--- config.mk ---
export PLATFORM = sky130hd
export DESIGN_NAME = psm_monitor
export DESIGN_NICKNAME = d
export VERILOG_FILES = /design/src/psm_pkg.sv /design/src/psm_monitor.sv
export SDC_FILE = /design/constraint.sdc
export NUM_CORES = 1
export LEC_CHECK = 0
export CORE_ASPECT_RATIO = 0.8
export CORE_UTILIZATION = 31
export DETAILED_ROUTE_END_ITERATION = 7
export DONT_BUFFER_PORTS = 1
export GPL_ROUTABILITY_DRIVEN = 0
export PLACE_DENSITY = 0.49
export SLEW_MARGIN = 20
export SYNTH_ARGS = -nofsm -noshare
export SYNTH_HDL_FRONTEND = slang
export SYNTH_SLANG_ARGS = --single-unit
--- constraint.sdc ---
create_clock -name mclk -period 7.3 [get_ports mclk]
set_input_delay 0.73 -clock mclk [delete_from_list [all_inputs] [get_ports mclk]]
set_output_delay 0.73 -clock mclk [all_outputs]
set_load 0.05 [all_outputs]
--- src/psm_pkg.sv ---
// constants and types shared by the peak signal monitor
package psm_pkg;
  // ==========================================================
  // register offsets
  localparam logic [11:0] PSM_ADDR_CTRL = 12'h270;
  localparam logic [11:0] PSM_ADDR_PERIOD0 = 12'h271;
  localparam logic [11:0] PSM_ADDR_PERIOD1 = 12'h272;
  localparam logic [11:0] PSM_ADDR_PERIOD2 = 12'h273;
  localparam logic [11:0] PSM_ADDR_UPDATE = 12'h274;
  localparam logic [11:0] PSM_ADDR_RESULT0 = 12'h275;
  localparam logic [11:0] PSM_ADDR_RESULT1 = 12'h276;
  localparam logic [11:0] PSM_ADDR_RESULT2 = 12'h277;
  localparam logic [11:0] PSM_ADDR_FCOUNT = 12'h278;
  localparam logic [11:0] PSM_ADDR_EMB_A = 12'h279;
  localparam logic [11:0] PSM_ADDR_EMB_B = 12'h27A;
  localparam logic [11:0] PSM_ADDR_LINK_A = 12'h559;
  localparam logic [11:0] PSM_ADDR_LINK_B = 12'h55A;
  localparam logic [11:0] PSM_ADDR_LINK_C = 12'h58F;
  // ==========================================================
  // field positions and widths
  localparam int PSM_PEAK_EN_BIT = 1;
  localparam int PSM_UPDATE_BIT = 4;
  localparam int PSM_EMB_B_BIT = 1;
  localparam logic [1:0] PSM_EMB_A_FIELD = 2'h3;
  localparam int PSM_SAMPLE_W = 14;
  localparam int PSM_PEAK_W = 13;
  localparam int PSM_PERIOD_W = 24;
  localparam int PSM_RESULT_W = 20;
  localparam int PSM_FRAME_W = 25;
  localparam int PSM_SUB_W = 5;
  localparam int PSM_SUB_N = 5;
  localparam int PSM_CS_W = 3;
  localparam logic [4:0] PSM_FRAME_LAST = 5'h18;
  localparam logic [1:0] PSM_FIFO_DEPTH = 2'h2;
  // ==========================================================
  // reset values and the magnitude saturation ceiling
  localparam logic [7:0] PSM_RST_BYTE = 8'h00;
  localparam logic [23:0] PSM_RST_PERIOD = 24'h000000;
  localparam logic [12:0] PSM_PEAK_SAT = 13'h1FFF;
  // ==========================================================
  // types
  typedef struct packed {
    logic [13:0] data;
    logic [2:0] ctrl;
  } psm_word_t;

  typedef struct packed {
    logic [7:0] ctrl;
    logic [23:0] period;
    logic [7:0] emb_a;
    logic [7:0] emb_b;
    logic [7:0] link_a;
    logic [7:0] link_b;
    logic [7:0] link_c;
    logic en_d;
    logic [23:0] timer;
    logic seed;
    logic [12:0] stored;
    logic [12:0] hold;
    logic [7:0] xfer_cnt;
    logic [12:0] rd_result;
    logic [7:0] rd_fcount;
    logic frame_pend;
    logic [24:0] shift;
    logic [4:0] shift_cnt;
    psm_word_t [1:0] mem;
    logic wr_ptr;
    logic rd_ptr;
    logic [1:0] count;
    logic [7:0] rdata;
  } psm_state_t;
endpackage : psm_pkg

--- src/psm_monitor.sv ---
// peak magnitude signal monitor with register readback and control-bit embedding
`timescale 1ns/10ps
// ==========================================================
// Summary of operation
// compare sample magnitudes, sign ignored
// peak level is unsigned 13 bits
// shared 24-bit period counted in samples
// control bit 1 enables peak detection
// host writes period before enabling
// enable loads period into per-sample countdown
// keep larger of sample and stored magnitude
// each period seeds storage with current sample
// at count 1 copy peak to holding
// reload timer after transfer, next sample seeds
// update bit write refreshes counter and result
// host polls counter change before reading result
// result is 20-bit word, peak MSB aligned
// embedding needs two control register fields set
// three control bits, monitor uses one
// control bits fill from MSB downward
// host programs three link option registers
// 25-bit frame, MSB first, five subframes
// every subframe opens with a start bit
// receiver extracts and reassembles control bits
// control bits per sample are 0 to 3
// holding register keeps value until next expiry
module psm_monitor
  import psm_pkg::*;
(
  // clock and reset
  input wire logic mclk,
  input wire logic resetn,
  // register port
  input wire logic [11:0] reg_addr,
  input wire logic reg_wr,
  input wire logic [7:0] reg_wdata,
  input wire logic reg_rd,
  output logic [7:0] reg_rdata,
  // decimated sample input
  input wire logic sample_valid,
  input wire logic [13:0] sample_data,
  output logic sample_ready,
  // sample output with control bits
  output logic out_valid,
  input wire logic out_ready,
  output psm_word_t out_word
);

  // ==========================================================
  // state and helpers
  psm_state_t st;
  psm_state_t next_st;
  logic accept;
  logic [13:0] abs_val;
  logic [12:0] mag;
  logic [12:0] cur_peak;
  logic peak_en;
  logic start;
  logic emb_on;
  logic expire;
  logic [19:0] result_word;
  logic [24:0] frame;
  logic [19:0] hold_word;

  // magnitude only, full-scale negative saturates to the 13-bit ceiling
  assign abs_val = sample_data[13] ? (~sample_data + 14'h0001) : sample_data;
  assign mag = abs_val[13] ? PSM_PEAK_SAT : abs_val[12:0];
  assign cur_peak = (st.seed || mag > st.stored) ? mag : st.stored;
  assign peak_en = st.ctrl[PSM_PEAK_EN_BIT];
  assign start = peak_en && !st.en_d;
  assign accept = sample_valid && sample_ready;
  assign expire = peak_en && !start && accept && (st.timer <= 24'h000001);
  // both embedding fields and a nonzero bit count are needed
  assign emb_on = (st.emb_a[1:0] == PSM_EMB_A_FIELD) && st.emb_b[PSM_EMB_B_BIT]
    && (st.link_a[1:0] != 2'h0);
  assign result_word = {st.rd_result, 7'h00};
  // the frame carries the live holding value, not the readback snapshot
  assign hold_word = {st.hold, 7'h00};

  // frame build: each 5-bit subframe is a start bit and 4 result bits
  genvar k;
  generate
    for (k = 0; k < PSM_SUB_N; k++) begin : g_sub
      assign frame[PSM_FRAME_W-1-k*PSM_SUB_W] = 1'b1;
      assign frame[PSM_FRAME_W-2-k*PSM_SUB_W -: 4] = hold_word[PSM_RESULT_W-1-k*4 -: 4];
    end
  endgenerate

  // handshake outputs straight from buffer occupancy
  assign sample_ready = (st.count != PSM_FIFO_DEPTH);
  assign out_valid = (st.count != 2'h0);
  assign out_word = st.mem[st.rd_ptr];
  assign reg_rdata = st.rdata;

  // ==========================================================
  // next-state logic
  always_comb begin
    logic ser_bit;
    logic push;
    logic pop;
    ser_bit = 1'b0;
    push = accept;
    pop = out_valid && out_ready;
    next_st = st;
    next_st.en_d = peak_en;

    // serial frame, one bit per accepted sample, idle sends zero
    if (accept) begin
      if (st.shift_cnt != 5'h00) begin
        ser_bit = st.shift[PSM_FRAME_W-1];
        next_st.shift = {st.shift[PSM_FRAME_W-2:0], 1'b0};
        next_st.shift_cnt = st.shift_cnt - 5'h01;
      end else if (st.frame_pend && emb_on) begin
        ser_bit = frame[PSM_FRAME_W-1];
        next_st.shift = {frame[PSM_FRAME_W-2:0], 1'b0};
        next_st.shift_cnt = PSM_FRAME_LAST;
        next_st.frame_pend = 1'b0;
      end
    end

    // peak tracking; a new transfer sets pending after any clear above
    if (start) begin
      next_st.timer = st.period;
      next_st.seed = 1'b1;
    end else if (peak_en && accept) begin
      next_st.stored = cur_peak;
      next_st.seed = 1'b0;
      if (expire) begin
        next_st.hold = cur_peak;
        next_st.xfer_cnt = st.xfer_cnt + 8'h01;
        next_st.frame_pend = 1'b1;
        next_st.timer = st.period;
        next_st.seed = 1'b1;
      end else begin
        next_st.timer = st.timer - 24'h000001;
      end
    end

    // two-entry buffer, MSB control position carries the frame
    if (push) begin
      next_st.mem[st.wr_ptr] = '{data: sample_data, ctrl: emb_on ? {ser_bit, 2'b00} : 3'b000};
      next_st.wr_ptr = ~st.wr_ptr;
    end
    if (pop) begin
      next_st.rd_ptr = ~st.rd_ptr;
    end
    next_st.count = st.count + {1'b0, push} - {1'b0, pop};

    // register writes
    if (reg_wr) begin
      unique case (reg_addr)
        PSM_ADDR_CTRL: next_st.ctrl = reg_wdata;
        PSM_ADDR_PERIOD0: next_st.period[7:0] = reg_wdata;
        PSM_ADDR_PERIOD1: next_st.period[15:8] = reg_wdata;
        PSM_ADDR_PERIOD2: next_st.period[23:16] = reg_wdata;
        PSM_ADDR_UPDATE: begin
          if (reg_wdata[PSM_UPDATE_BIT]) begin
            next_st.rd_result = st.hold;
            next_st.rd_fcount = st.xfer_cnt;
          end
        end
        PSM_ADDR_EMB_A: next_st.emb_a = reg_wdata;
        PSM_ADDR_EMB_B: next_st.emb_b = reg_wdata;
        PSM_ADDR_LINK_A: next_st.link_a = reg_wdata;
        PSM_ADDR_LINK_B: next_st.link_b = reg_wdata;
        PSM_ADDR_LINK_C: next_st.link_c = reg_wdata;
        default: ;
      endcase
    end

    // registered read data, unmapped and update offsets read zero
    if (reg_rd) begin
      unique case (reg_addr)
        PSM_ADDR_CTRL: next_st.rdata = st.ctrl;
        PSM_ADDR_PERIOD0: next_st.rdata = st.period[7:0];
        PSM_ADDR_PERIOD1: next_st.rdata = st.period[15:8];
        PSM_ADDR_PERIOD2: next_st.rdata = st.period[23:16];
        PSM_ADDR_RESULT0: next_st.rdata = result_word[7:0];
        PSM_ADDR_RESULT1: next_st.rdata = result_word[15:8];
        PSM_ADDR_RESULT2: next_st.rdata = {4'h0, result_word[19:16]};
        PSM_ADDR_FCOUNT: next_st.rdata = st.rd_fcount;
        PSM_ADDR_EMB_A: next_st.rdata = st.emb_a;
        PSM_ADDR_EMB_B: next_st.rdata = st.emb_b;
        PSM_ADDR_LINK_A: next_st.rdata = st.link_a;
        PSM_ADDR_LINK_B: next_st.rdata = st.link_b;
        PSM_ADDR_LINK_C: next_st.rdata = st.link_c;
        default: next_st.rdata = PSM_RST_BYTE;
      endcase
    end
  end

  // ==========================================================
  // state register
  always_ff @(posedge mclk or negedge resetn) begin
    if (!resetn) begin
      st <= '0;
      st.period <= PSM_RST_PERIOD;
      st.ctrl <= PSM_RST_BYTE;
      st.rdata <= PSM_RST_BYTE;
    end else begin
      st <= next_st;
    end
  end

  // ==========================================================
  // checks
  a_seed_sample: assert property (@(posedge mclk) disable iff (!resetn)
    (peak_en && !start && accept && st.seed) |=> (st.stored == $past(mag)))
    else $error("storage not seeded by first sample");
  a_keep_larger: assert property (@(posedge mclk) disable iff (!resetn)
    (peak_en && !start && accept && !st.seed) |=> (st.stored >= $past(st.stored) && st.stored >= $past(mag)))
    else $error("stored magnitude lost a larger value");
  a_timer_dec: assert property (@(posedge mclk) disable iff (!resetn)
    (peak_en && !start && accept && st.timer > 24'h000001) |=> (st.timer == $past(st.timer) - 24'h000001))
    else $error("timer did not decrement");
  a_start_load: assert property (@(posedge mclk) disable iff (!resetn)
    start |=> (st.timer == $past(st.period) && st.seed))
    else $error("enable did not load period");
  a_hold_xfer: assert property (@(posedge mclk) disable iff (!resetn)
    expire |=> (st.hold == $past(cur_peak) && st.timer == $past(st.period) && st.seed && st.frame_pend))
    else $error("expiry transfer or reload wrong");
  a_hold_stable: assert property (@(posedge mclk) disable iff (!resetn)
    !expire |=> $stable(st.hold))
    else $error("holding register changed without expiry");
  a_update_snap: assert property (@(posedge mclk) disable iff (!resetn)
    (reg_wr && reg_addr == PSM_ADDR_UPDATE && reg_wdata[PSM_UPDATE_BIT])
      |=> (st.rd_result == $past(st.hold) && st.rd_fcount == $past(st.xfer_cnt)))
    else $error("update write did not refresh result");
  a_ctrl_msb: assert property (@(posedge mclk) disable iff (!resetn)
    out_valid |-> (out_word.ctrl[1:0] == 2'b00))
    else $error("monitor bit outside top control position");
  a_frame_len: assert property (@(posedge mclk) disable iff (!resetn)
    (accept && st.shift_cnt == 5'h00 && st.frame_pend && emb_on) |=> (st.shift_cnt == PSM_FRAME_LAST))
    else $error("frame length not 25 bits");
  a_buf_full: assert property (@(posedge mclk) disable iff (!resetn)
    (st.count == PSM_FIFO_DEPTH && !out_ready) |=> (st.count == PSM_FIFO_DEPTH && $stable(out_word) && !sample_ready))
    else $error("full buffer lost or took a word");

  // ==========================================================
  // checks on magnitude and enable
  // the magnitude checks do their own arithmetic, so a slip in the datapath
  // cannot hide behind an expression copied from it
  a_mag_pos: assert property (@(posedge mclk) disable iff (!resetn)
    (sample_valid && !sample_data[13]) |-> (mag == sample_data[12:0]))
    else $error("positive sample magnitude wrong");
  a_mag_neg: assert property (@(posedge mclk) disable iff (!resetn)
    (sample_valid && sample_data[13] && sample_data[12:0] != 13'h0000) |-> (mag == 13'(14'h0000 - sample_data)))
    else $error("negative sample magnitude wrong");
  a_mag_sat: assert property (@(posedge mclk) disable iff (!resetn)
    (sample_valid && sample_data == 14'h2000) |-> (mag == PSM_PEAK_SAT))
    else $error("full scale negative did not saturate");
  a_idle_off: assert property (@(posedge mclk) disable iff (!resetn)
    !peak_en |=> ($stable(st.stored) && $stable(st.hold)))
    else $error("monitor moved while disabled");
  a_start_skip: assert property (@(posedge mclk) disable iff (!resetn)
    start |=> $stable(st.stored))
    else $error("enable cycle sample was monitored");
  a_xfer_count: assert property (@(posedge mclk) disable iff (!resetn)
    expire |=> (st.xfer_cnt == $past(st.xfer_cnt) + 8'h01))
    else $error("transfer not counted");
  a_period_byte: assert property (@(posedge mclk) disable iff (!resetn)
    (reg_wr && reg_addr == PSM_ADDR_PERIOD2) |=> (st.period[23:16] == $past(reg_wdata)))
    else $error("period top byte not written");

  // ==========================================================
  // checks on register readback
  // reads see the snapshot, so a transfer between the update write
  // and the result reads cannot tear the three bytes apart
  a_fcount_read: assert property (@(posedge mclk) disable iff (!resetn)
    (reg_rd && reg_addr == PSM_ADDR_FCOUNT) |=> (reg_rdata == $past(st.rd_fcount)))
    else $error("frame counter readback wrong");
  a_result_low: assert property (@(posedge mclk) disable iff (!resetn)
    (reg_rd && reg_addr == PSM_ADDR_RESULT0) |=> (reg_rdata == {$past(st.rd_result[0]), 7'h00}))
    else $error("low result byte wrong");
  a_result_top: assert property (@(posedge mclk) disable iff (!resetn)
    (reg_rd && reg_addr == PSM_ADDR_RESULT2) |=> (reg_rdata == {4'h0, $past(st.rd_result[12:9])}))
    else $error("top result byte wrong");
  a_update_zero: assert property (@(posedge mclk) disable iff (!resetn)
    (reg_rd && reg_addr == PSM_ADDR_UPDATE) |=> (reg_rdata == 8'h00))
    else $error("update offset did not read zero");

  // ==========================================================
  // checks on the embedded stream
  // each slot is checked as it is pushed, since the buffer may hold it
  // for several cycles while the receiver stalls
  a_emb_off: assert property (@(posedge mclk) disable iff (!resetn)
    (accept && !emb_on) |=> (st.mem[$past(st.wr_ptr)].ctrl == 3'b000))
    else $error("control bits set while embedding off");
  a_idle_zero: assert property (@(posedge mclk) disable iff (!resetn)
    (accept && emb_on && st.shift_cnt == 5'h00 && !st.frame_pend) |=> (st.mem[$past(st.wr_ptr)].ctrl == 3'b000))
    else $error("idle slot carried a set bit");
  a_frame_start: assert property (@(posedge mclk) disable iff (!resetn)
    (accept && st.shift_cnt == 5'h00 && st.frame_pend && emb_on) |=> (st.mem[$past(st.wr_ptr)].ctrl == 3'b100))
    else $error("frame did not open with a start bit");
  a_frame_bit: assert property (@(posedge mclk) disable iff (!resetn)
    (accept && emb_on && st.shift_cnt != 5'h00)
      |=> (st.mem[$past(st.wr_ptr)].ctrl == {$past(st.shift[24]), 2'b00}))
    else $error("frame bit not carried in top control position");
  a_shift_step: assert property (@(posedge mclk) disable iff (!resetn)
    (accept && st.shift_cnt != 5'h00) |=> (st.shift_cnt == $past(st.shift_cnt) - 5'h01))
    else $error("frame bit count did not step");
  a_push_data: assert property (@(posedge mclk) disable iff (!resetn)
    accept |=> (st.mem[$past(st.wr_ptr)].data == $past(sample_data)))
    else $error("sample data altered in buffer");

endmodule : psm_monitor

**Word-level counts from Yosys, hierarchy flattened**

Cells that the tools add are included.

- Input port bits: 40
- Memories kept: 0
- Register bits: 230
- Logic and storage cells: 116
- ROM bits: 0
- Bits in writable memories: 0
- Output and inout port bits: 27
- Bits in latches: 0

- Bitwise logic cells: 4
- Multiply operators: 0
- Equal/unequal tests: 16
- Reductions and logical operators: 32
- Div/mod/pow operators: 0
- Order comparisons: 5
- Multiplexer cells: 25
- Shifts and indexed selects: 0
- Add/sub/neg operators: 6

Operators by type and width:

| kind | number |
|---|---|
| $eq A12 B10 Y1 const B | 11 |
| $pmux W8 S13 | 1 |
| $mux W31 | 2 |
| $mux W59 | 1 |
| $mux W17 | 3 |
| $eq A12 B11 Y1 const B | 3 |
| $bwmux W34 | 1 |
| $mux W30 | 1 |
| $mux W13 | 2 |
| $mux W25 | 1 |
| $le A24 B1 Y1 const B | 1 |
| $mux W24 | 1 |
| $sub A24 B1 Y24 const B | 1 |
| $reduce_and A2 Y1 | 11 |
| $mux W21 | 1 |
| $demux W17 S1 | 1 |
| $add A14 B1 Y14 const B | 1 |
| $mux W14 | 1 |
| $not A14 Y14 | 1 |
| $gt A13 B13 Y1 | 1 |
| $logic_and A1 B1 Y1 | 11 |
| $add A8 B1 Y8 const B | 1 |
| $mux W1 | 8 |
| $reduce_bool A2 Y1 | 4 |
| 13 further kinds | 18 |

**Depth between registers and ports, before layout**

Gate-level depths: netlist (run 1).

- Word-level depth: 10
- Mapped depth: 14

**Least setup slack after synthesis (run 1)**

OpenSTA, ideal clock, no wires.

- Kind: input -> register
- Start point: in sample_data[5]
- End point: reg st[128] in the netlist's numbering
- Slack: 3.040 ns
- Arrival: 4.136 ns
- Required time: 7.175 ns
- Library setup time: 0.125 ns
- Stages on the path: 12
- Path through: or4_1 -> clkbuf_1 -> or4_1 -> o31a_1 -> o21a_1 -> ha_1 -> nand3_1 -> or3_1 -> or2_2 -> o211ai_1 -> clkbuf_1 -> mux2_2

- Cells in the longest elaborated chain, start to end: 7

RTL lines:

| element | line | RTL |
|---|---|---|
| start: declaration | psm_monitor.sv:41 | `input wire logic [13:0] sample_data,` |
| $not A14 Y14 | psm_monitor.sv:66 | `assign abs_val = sample_data[13] ? (~sample_data + 14'h0001) : sample_data;` |
| $add A14 B1 Y14 | psm_monitor.sv:66 |  |
| $mux W14 (*) | psm_monitor.sv:66 |  |
| $mux W13 (*) | psm_monitor.sv:67 | `assign mag = abs_val[13] ? PSM_PEAK_SAT : abs_val[12:0];` |
| $gt A13 B13 Y1 | psm_monitor.sv:68 | `assign cur_peak = (st.seed \|\| mag > st.stored) ? mag : st.stored;` |
| $logic_or A1 B1 Y1 | psm_monitor.sv:68 |  |
| $mux W13 (*) | psm_monitor.sv:68 |  |
| end signal: assignment | psm_monitor.sv:201 | `st <= next_st;` |
| end: declaration | psm_monitor.sv:51 | `psm_state_t st;` |

Mark *: on every way between the ends. The rest lies on a longest branch, timed or not.
A chain may end at the register's enable or synchronous reset.

**Worst setup path after layout (run 1)**

- Start point: in sample_data[5]
- End point: reg st (netlist bit frame[11])

Same word-level chain as after synthesis.

==> results.yml, run 1 <==
drt:
  drc: 0
  drt_iter0_markers: 788
  dr.pass1.iters: 6
  drt_wl_total_um: 30650
  via_per_inst: 5.410
  avgRoutedWirePerCell_um: 20.35
  vias: 8147
  postRouteAntennaNets: 0
pwr:
  totalPowerFinal_mw: 4.510
  p_sw_share_pct: 36.70
  seqPwrFrac_pct: 39.5
  power_frac_comb_pct: 31.3
  max-vdd-ir-drop_uv: 209.6
  p_leak_nw: 5.577
  clockPowerShare_pct: 29.2
  power.internal_mw: 2.855
  switchingPower_mw: 1.655
  powerDensity_nw_per_um2: 358.5
clock_tree:
  cts_buffers: 25
  clk_pin_slew_ps: 60
  cts_max_level: 1
  cts_setup_buffers: 0
  clock_latency_ps: 540
  cts-root-buf: "clkbuf_16"
  cts_sinks: 225
  tritoncts: "yes"
  cts_buffer_depth: 3
floorplan:
  initial_core_util_pct: 31.47
  die_w_um: 215.5
  fp.dieArea_sq_um: 37230
  row_count: 62
  ios: 67
  dieHeight_um: 172.8
  core-area_sq_um: 35920
synth:
  synth.avg_cell_area_sq_um: 10.94
  synth_fa_ha_area_share_pct: 2.214
  synth_area_sq_um: 11300
  yosysMostFrequentCell: "dfrtp_1"
  synth_compound_area_share_pct: 13.83
  synth_xor_area_share_pct: 1.705
  synth_top_family_by_area: "multiplexers"
  synth_edf_count: 0
  ys_warn_count: 0
  synth_top_area_cell: "dfrtp_1"
  ys_seq_area_share_pct: 49.82
  ys_dominant_reg_cell: "dfrtp_1"
  synth-simple-area-share_pct: 13.27
  synthCells: 1033
  async_flop_share_pct: 100.0
  yosysUniqueCellTypes: 70
  synth_commonest_cells: "225 x dfrtp_1, 139 x mux2_2, 81 x nor2_1, 78 x nand2_1, 46 x o21ai_0"
  ys_ff_latch: 225
  synth_mux_area_share_pct: 15.33
  synthTopCellsByArea: "dfrtp_1 50%, mux2_2 14%, nor2_1 2.7%"
  synth_top_area_share_pct: 49.82
placement:
  dp_hpwl_um: 21010
  portBuffers: 0
grt:
  grt_first_pass_wirelength_um: 49040
  antenna_found_initial: 0
  grt_pass1_vias: 8112
  grt_max_degree: 226
  grt_usage_pct: 16.62
  overflow: 0
timing:
  fmax_ghz: 0.2527
  rsz0062_at_grt: "no"
  finalHoldViolCount: 0
  tns_ps: 0
  worstMarginPinSlew_ps: 1095
  fin_crit_sh_pct: 54.21
  fin_worst_skew_ps: 26.43
  period_needed_ps: 3957
  setup_viol: 0
  max_slew_margin_pct: 26.42
  report.final.slew_viol_count: 0
job:
  cap_viol_max_count: 0
worst_setup_path:
  slowest_delay_ps: 640
  cp-end-kind: "flip-flop"
  critPathBufInv: 0
  worst-setup-path-type: "input port to flip-flop"
  crit_family: "simple AND/OR/NAND/NOR gates"
  critPathLaunchType: "input port"
  required_ps: 7680
  critPathArrivalTime_ps: 4340
  cp_cell_sequence: "or4_1 -> or4_1 -> o31a_1 -> o21a_1 -> ha_1 -> nand3_1 -> or3_1 -> a31oi_1 -> a22o_1 -> mux2i_1 -> o21ai_0"
  critPathMaxFanout: 11
  crit_top_cell: "or4_1"
  slowest_stage: "or4_1"
min_path:
  hold_class: "input port to asynchronous set/reset pin"
layout:
  syn_to_final_growth_pct: 11.30
  fill_cells: 3561
  drive_gt1_share_pct: 20.51
  seq_area_sq_um: 5630
  nets: 1067
  multi_input_area_sq_um: 5263
run_status:
  status: "finished, final reports clean"
-- what timing repair did --
item | in CTS | in global routing
hold endpoints to repair | 225 | 0
hold buffers | 1 | 0
resized for setup | 0 | 0
-- final timing paths --
path / start / to / slack, ps / cells after the start
worst min register to register: st[57] / st[58] / 470 / 1
worst max register to register: st[137] / st[144] / 4030 / 6
max in group asynchronous: resetn / st[39] / 6100 / 2
worst min-delay path: resetn / st[137] / 110 / 1
worst max-delay path: sample_data[5] / frame[11] / 3340 / 11
min in group mclk: reg_wdata[1] / next_st[157] / 330 / 2
-- flip-flops by register name (all words and copies together) (netlist names) --
register and count:
st 190, frame 13, result_word 13, reg_rdata 8, next_st 1
-- metal layers --
metal | vias up | GRT usage [%] | wire [um]
li1 | 3764 | - | -
met1 | 4129 | 25.52 | 14990
met2 | 216 | 23.70 | 13100
met3 | 38 | 3.201 | 1951
met4 | 0 | 4.108 | 614
met5 | - | 0 | 0
-- cells in the final DEF (no fill, tap or decap), types with 6 or more instances in the layout --
cell type | Yosys | layout
nand4_1 | 10 | 10
a221o_1 | 16 | 16
inv_1 | 29 | 29
xnor2_1 | 12 | 12
nor4_1 | 8 | 8
buf_4 | 12 | 9
a22oi_1 | 12 | 12
dfrtp_1 | 225 | 225
mux2i_1 | 10 | 10
xor2_1 | 10 | 10
nand3_1 | 25 | 25
nor3_1 | 22 | 21
nand2_1 | 78 | 78
and3_1 | 11 | 11
a22o_1 | 18 | 18
a221oi_1 | 16 | 16
o211ai_1 | 7 | 7
mux2_2 | 139 | 139
a21o_1 | 8 | 8
a21oi_1 | 35 | 34
nor2b_1 | 9 | 9
clkbuf_16 | 0 | 25
a32oi_1 | 6 | 6
o2bb2ai_1 | 6 | 6
or2_2 | 6 | 6
nor2_1 | 81 | 81
ha_1 | 20 | 20
a211oi_1 | 7 | 7
and2_1 | 7 | 7
o21ai_0 | 46 | 45
or3_1 | 6 | 6
-- power groups by stage --
stage,clock [mW],combinational [mW],sequential (mW)
floorplan,0,1.23,1.70
global route,1.41,1.56,1.83
global placement,0,1.36,1.80
CTS,1.36,1.41,1.78
finish,1.32,1.41,1.78
detailed placement,0,1.38,1.80
-- kinds of logic (layout without fill, tap and decap cells) --
family | count (synthesis) | after routing
buf+inv | 95 | 85
compound gates | 218 | 218
simple gates | 300 | 300
xor+xnor | 22 | 22
mux | 152 | 152
fa+ha+maj | 20 | 20
flops | 225 | 225
other cells | 1 | 4
-- cell type report --
cell class,count,share of cell area [%]
sequential,225,44.76
timing repair buffer,11,0.9747
inverter,30,0.8952
antenna,2,0.03979
clock inverter,10,1.084
clock buffer,34,5.640
multi-input combinational,714,41.83
tap,480,4.774
-- metrics by stage --
step | hold slack (ps) | cells | utilization, % | setup slack (ps) | cell area (sq um)
6_report | 110.5 | 1506 | 35.02 | 3343 | 12580
5_1_grt | 145.3 | 1504 | 35.01 | 3161 | 12570
4_1_cts | 299.0 | 1503 | 34.90 | 3395 | 12540
3_5_place_dp | 454.2 | 1458 | 32.47 | 2848 | 11660
3_3_place_gp | 454.1 | 1458 | 32.47 | 2931 | 11660
2_1_floorplan | 434.4 | 1034 | - | 3040 | 11310
Power figures use the tool's default switching activity.
==> run 2: changes to the inputs <==
--- a/config.mk
+++ b/config.mk
@@ -5,12 +5,13 @@
 export SDC_FILE = /design/constraint.sdc
 export NUM_CORES = 1
 export LEC_CHECK = 0
+export ABC_AREA = 1
 export CORE_ASPECT_RATIO = 0.8
 export CORE_UTILIZATION = 31
 export DETAILED_ROUTE_END_ITERATION = 7
 export DONT_BUFFER_PORTS = 1
 export GPL_ROUTABILITY_DRIVEN = 0
-export PLACE_DENSITY = 0.49
+export PLACE_DENSITY = 0.5
 export SLEW_MARGIN = 20
 export SYNTH_ARGS = -nofsm -noshare
 export SYNTH_HDL_FRONTEND = slang
==> constraint.sdc (replaced) <==
create_clock -name mclk -period 3.62 [get_ports mclk]
set_input_delay 0.362 -clock mclk [delete_from_list [all_inputs] [get_ports mclk]]
set_output_delay 0.362 -clock mclk [all_outputs]
set_load 0.05 [all_outputs]
==> run 2 against run 1 <==
Compared with the run above: the run now ends with hold timing left; flip-flop and latch count is the same; clock power is 110% higher; first-iteration DRC count up 21%; largest cell class unchanged.
==> results.yml, run 2 <==
run_status:
  status: "complete, but fails checks"
  violations: "hold timing"
grt:
  overflow: 0
  grt_first_pass_wirelength_um: 55280
  antenna_found_initial: 0
  grt_pass1_vias: 9642
  grt_usage_pct: 17.64
  grt_max_degree: 226
timing:
  tns_ps: 0
  fmax_ghz: 0.3768
  setup_viol: 0
  period_needed_ps: 2654
  worstMarginPinSlew_ps: 967.8
  fin_worst_skew_ps: 11.90
  rsz0062_at_grt: "no"
  hold_ws_ps: -467.5
  fin_crit_sh_pct: 73.31
  finalHoldViolCount: 225
  max_slew_margin_pct: 35.05
  report.final.slew_viol_count: 0
layout:
  nets: 1651
  drive_gt1_share_pct: 5.663
  seq_area_sq_um: 5630
  final_cell_mix: "486 x nand2_1, 225 x dfrtp_1, 190 x inv_1"
  largest_reg_flops: 190
  final_common_cell: "nand2_1"
  design_area_sq_um: 13490
  multi_input_area_sq_um: 5426
  fill_cells: 4059
  syn_to_final_growth_pct: 11.50
  top_register: "st"
job:
  cap_viol_max_count: 0
worst_setup_path:
  reg2reg_from: "st[149]"
  worstReg2RegEnd: "st[155]"
  reg2reg_depth: 7
  critPathArrivalTime_ps: 3080
  worst-setup-path-type: "flip-flop to flip-flop"
  critPathMaxFanout: 11
  r2r_setup_slack_ps: 970
  critPathLaunchType: "flip-flop"
  cp-end-kind: "flip-flop"
  required_ps: 4050
drt:
  vias: 10294
  drt_iter0_markers: 956
  avgRoutedWirePerCell_um: 16.55
  dr.pass1.iters: 6
  postRouteAntennaNets: 0
  via_per_inst: 4.895
  drt_wl_total_um: 34800
  drc: 0
pwr:
  seqPwrFrac_pct: 41.6
  p_sw_share_pct: 32.78
  power_frac_comb_pct: 20.9
  clockPowerShare_pct: 37.6
  p_leak_nw: 6.514
  switchingPower_mw: 2.438
  power.internal_mw: 5.000
  powerDensity_nw_per_um2: 551.5
  max-vdd-ir-drop_uv: 493.7
synth:
  synth_mux_area_share_pct: 0.09311
  synth_xor_area_share_pct: 1.593
  synth-simple-area-share_pct: 29.53
  ys_dominant_reg_cell: "dfrtp_1"
  synth_edf_count: 0
  synth_compound_area_share_pct: 11.48
  yosysMostFrequentCell: "nand2_1"
  synth_commonest_cells: "486 x nand2_1, 225 x dfrtp_1, 190 x inv_1, 152 x o21ai_0, 140 x nand3_1"
  synth.avg_cell_area_sq_um: 7.531
  synth_top_area_share_pct: 46.55
  ys_ff_latch: 225
  async_flop_share_pct: 100.0
  synthCells: 1606
  synthTopCellsByArea: "dfrtp_1 47%, nand2_1 15%, o21ai_0 6.3%"
  ys_warn_count: 0
  synth_top_area_cell: "dfrtp_1"
  synth_area_sq_um: 12090
  synth_fa_ha_area_share_pct: 2.069
  ys_seq_area_share_pct: 46.55
  synth_top_family_by_area: "simple AND/OR/NAND/NOR gates"
  yosysUniqueCellTypes: 44
floorplan:
  fp.dieArea_sq_um: 39810
  initial_core_util_pct: 31.53
  die_w_um: 222.8
  ios: 67
  core-area_sq_um: 38360
  dieHeight_um: 178.7
  row_count: 64
clock_tree:
  cts_max_level: 1
  cts_sinks: 225
  clk_pin_slew_ps: 70
  tritoncts: "yes"
  cts_hold_buf: 8
  cts_buffers: 26
  cts-root-buf: "clkbuf_16"
  clock_latency_ps: 540
  cts_buffer_depth: 3
placement:
  portBuffers: 0
  placed_area_sq_um: 12500
  dp_hpwl_um: 24220
min_path:
  hold_class: "input port to asynchronous set/reset pin"
[run 2: cell count changes after synthesis, moves of 17 or more]
cell / delta
a22o_1: -17
inv_1: +161
mux2_2: -138
nand2_1: +408
nand3_1: +115
nand4_1: +30
nor2_1: +37
nor3_1: -17
o21ai_0: +106
o22ai_1: +21
[run 2: cell families after synthesis]
family	Yosys count
AOI/OAI and AO/OA	249
xor gates and xnor gates	22
adders and majority gates	20
buffers and inverters	259
DFF	225
muxes	1
other	1
and+or+nand+nor	829
[run 2: final cells by class]
| class | instances | area share, % |
|---|---|---|
| Multi-Input combinational cell | 1123 | 40.24 |
| Inverter | 194 | 5.400 |
| Antenna cell | 1 | 0.01856 |
| Clock buffer | 36 | 5.558 |
| Sequential cell | 225 | 41.75 |
| Clock inverter | 8 | 1.123 |
| Tap cell | 495 | 4.593 |
| Timing Repair Buffer | 21 | 1.317 |
[run 2: worst max-delay path by stage]
stage / endpoint / depth (start not counted) / startpoint
final: st[155] / 7 / st[149]
after global routing: frame[17] / 20 / sample_data[1]
after CTS: out_word[16] / 3 / st[10]
after detailed placement: frame[15] / 20 / sample_data[1]
after global placement: frame[16] / 20 / sample_data[1]
after floorplan: st[121] / 20 / sample_data[1]
[run 2: metal layers]
metal | GRT usage, % | routed length, um | vias to the layer above
li1 | - | - | 5138
met2 | 25.65 | 14550 | 244
met3 | 2.671 | 2035 | 35
met1 | 27.47 | 17730 | 4877
met4 | 3.075 | 481 | 0
met5 | 0 | 0 | -
[run 2: timing repair]
action	CTS	global route
gates resized for setup	0	0
hold endpoints to repair	242	225
setup buffers	0	0
[run 2: critical path: stages, from the launching register on]
cell     delay [ps]
dfrtp_1         450
nor2_1          270
nand2_1         150
nor2_2          240
nand3_1         520
nand2_1         540
o21ai_0         170
a21o_1          200
[run 2: per-stage QoR]
stage / hold slack (ps) / setup WS (ps) / instances / power (mW) / util (%)
3_3_place_gp: 84.52 / 525.6 / 2050 / 4.655 / 32.59
4_1_cts: -493.5 / 980.6 / 2102 / 7.535 / 35.15
3_5_place_dp: 86.55 / 538.2 / 2050 / 4.690 / 32.59
2_1_floorplan: 66.41 / 984.3 / 1607 / 4.393 / -
6_report: -467.5 / 966.3 / 2103 / 7.437 / 35.16
5_1_grt: -494.2 / 562.7 / 2102 / 7.858 / 35.15
[run 2: power by group through the flow]
stage | Combinational (mW) | Clock, mW | Sequential [mW]
after CTS | 1.57 | 2.88 | 3.09
after global routing | 1.75 | 2.98 | 3.13
after detailed placement | 1.56 | 0 | 3.13
final | 1.55 | 2.79 | 3.09
after floorplan | 1.34 | 0 | 3.05
after global placement | 1.53 | 0 | 3.12
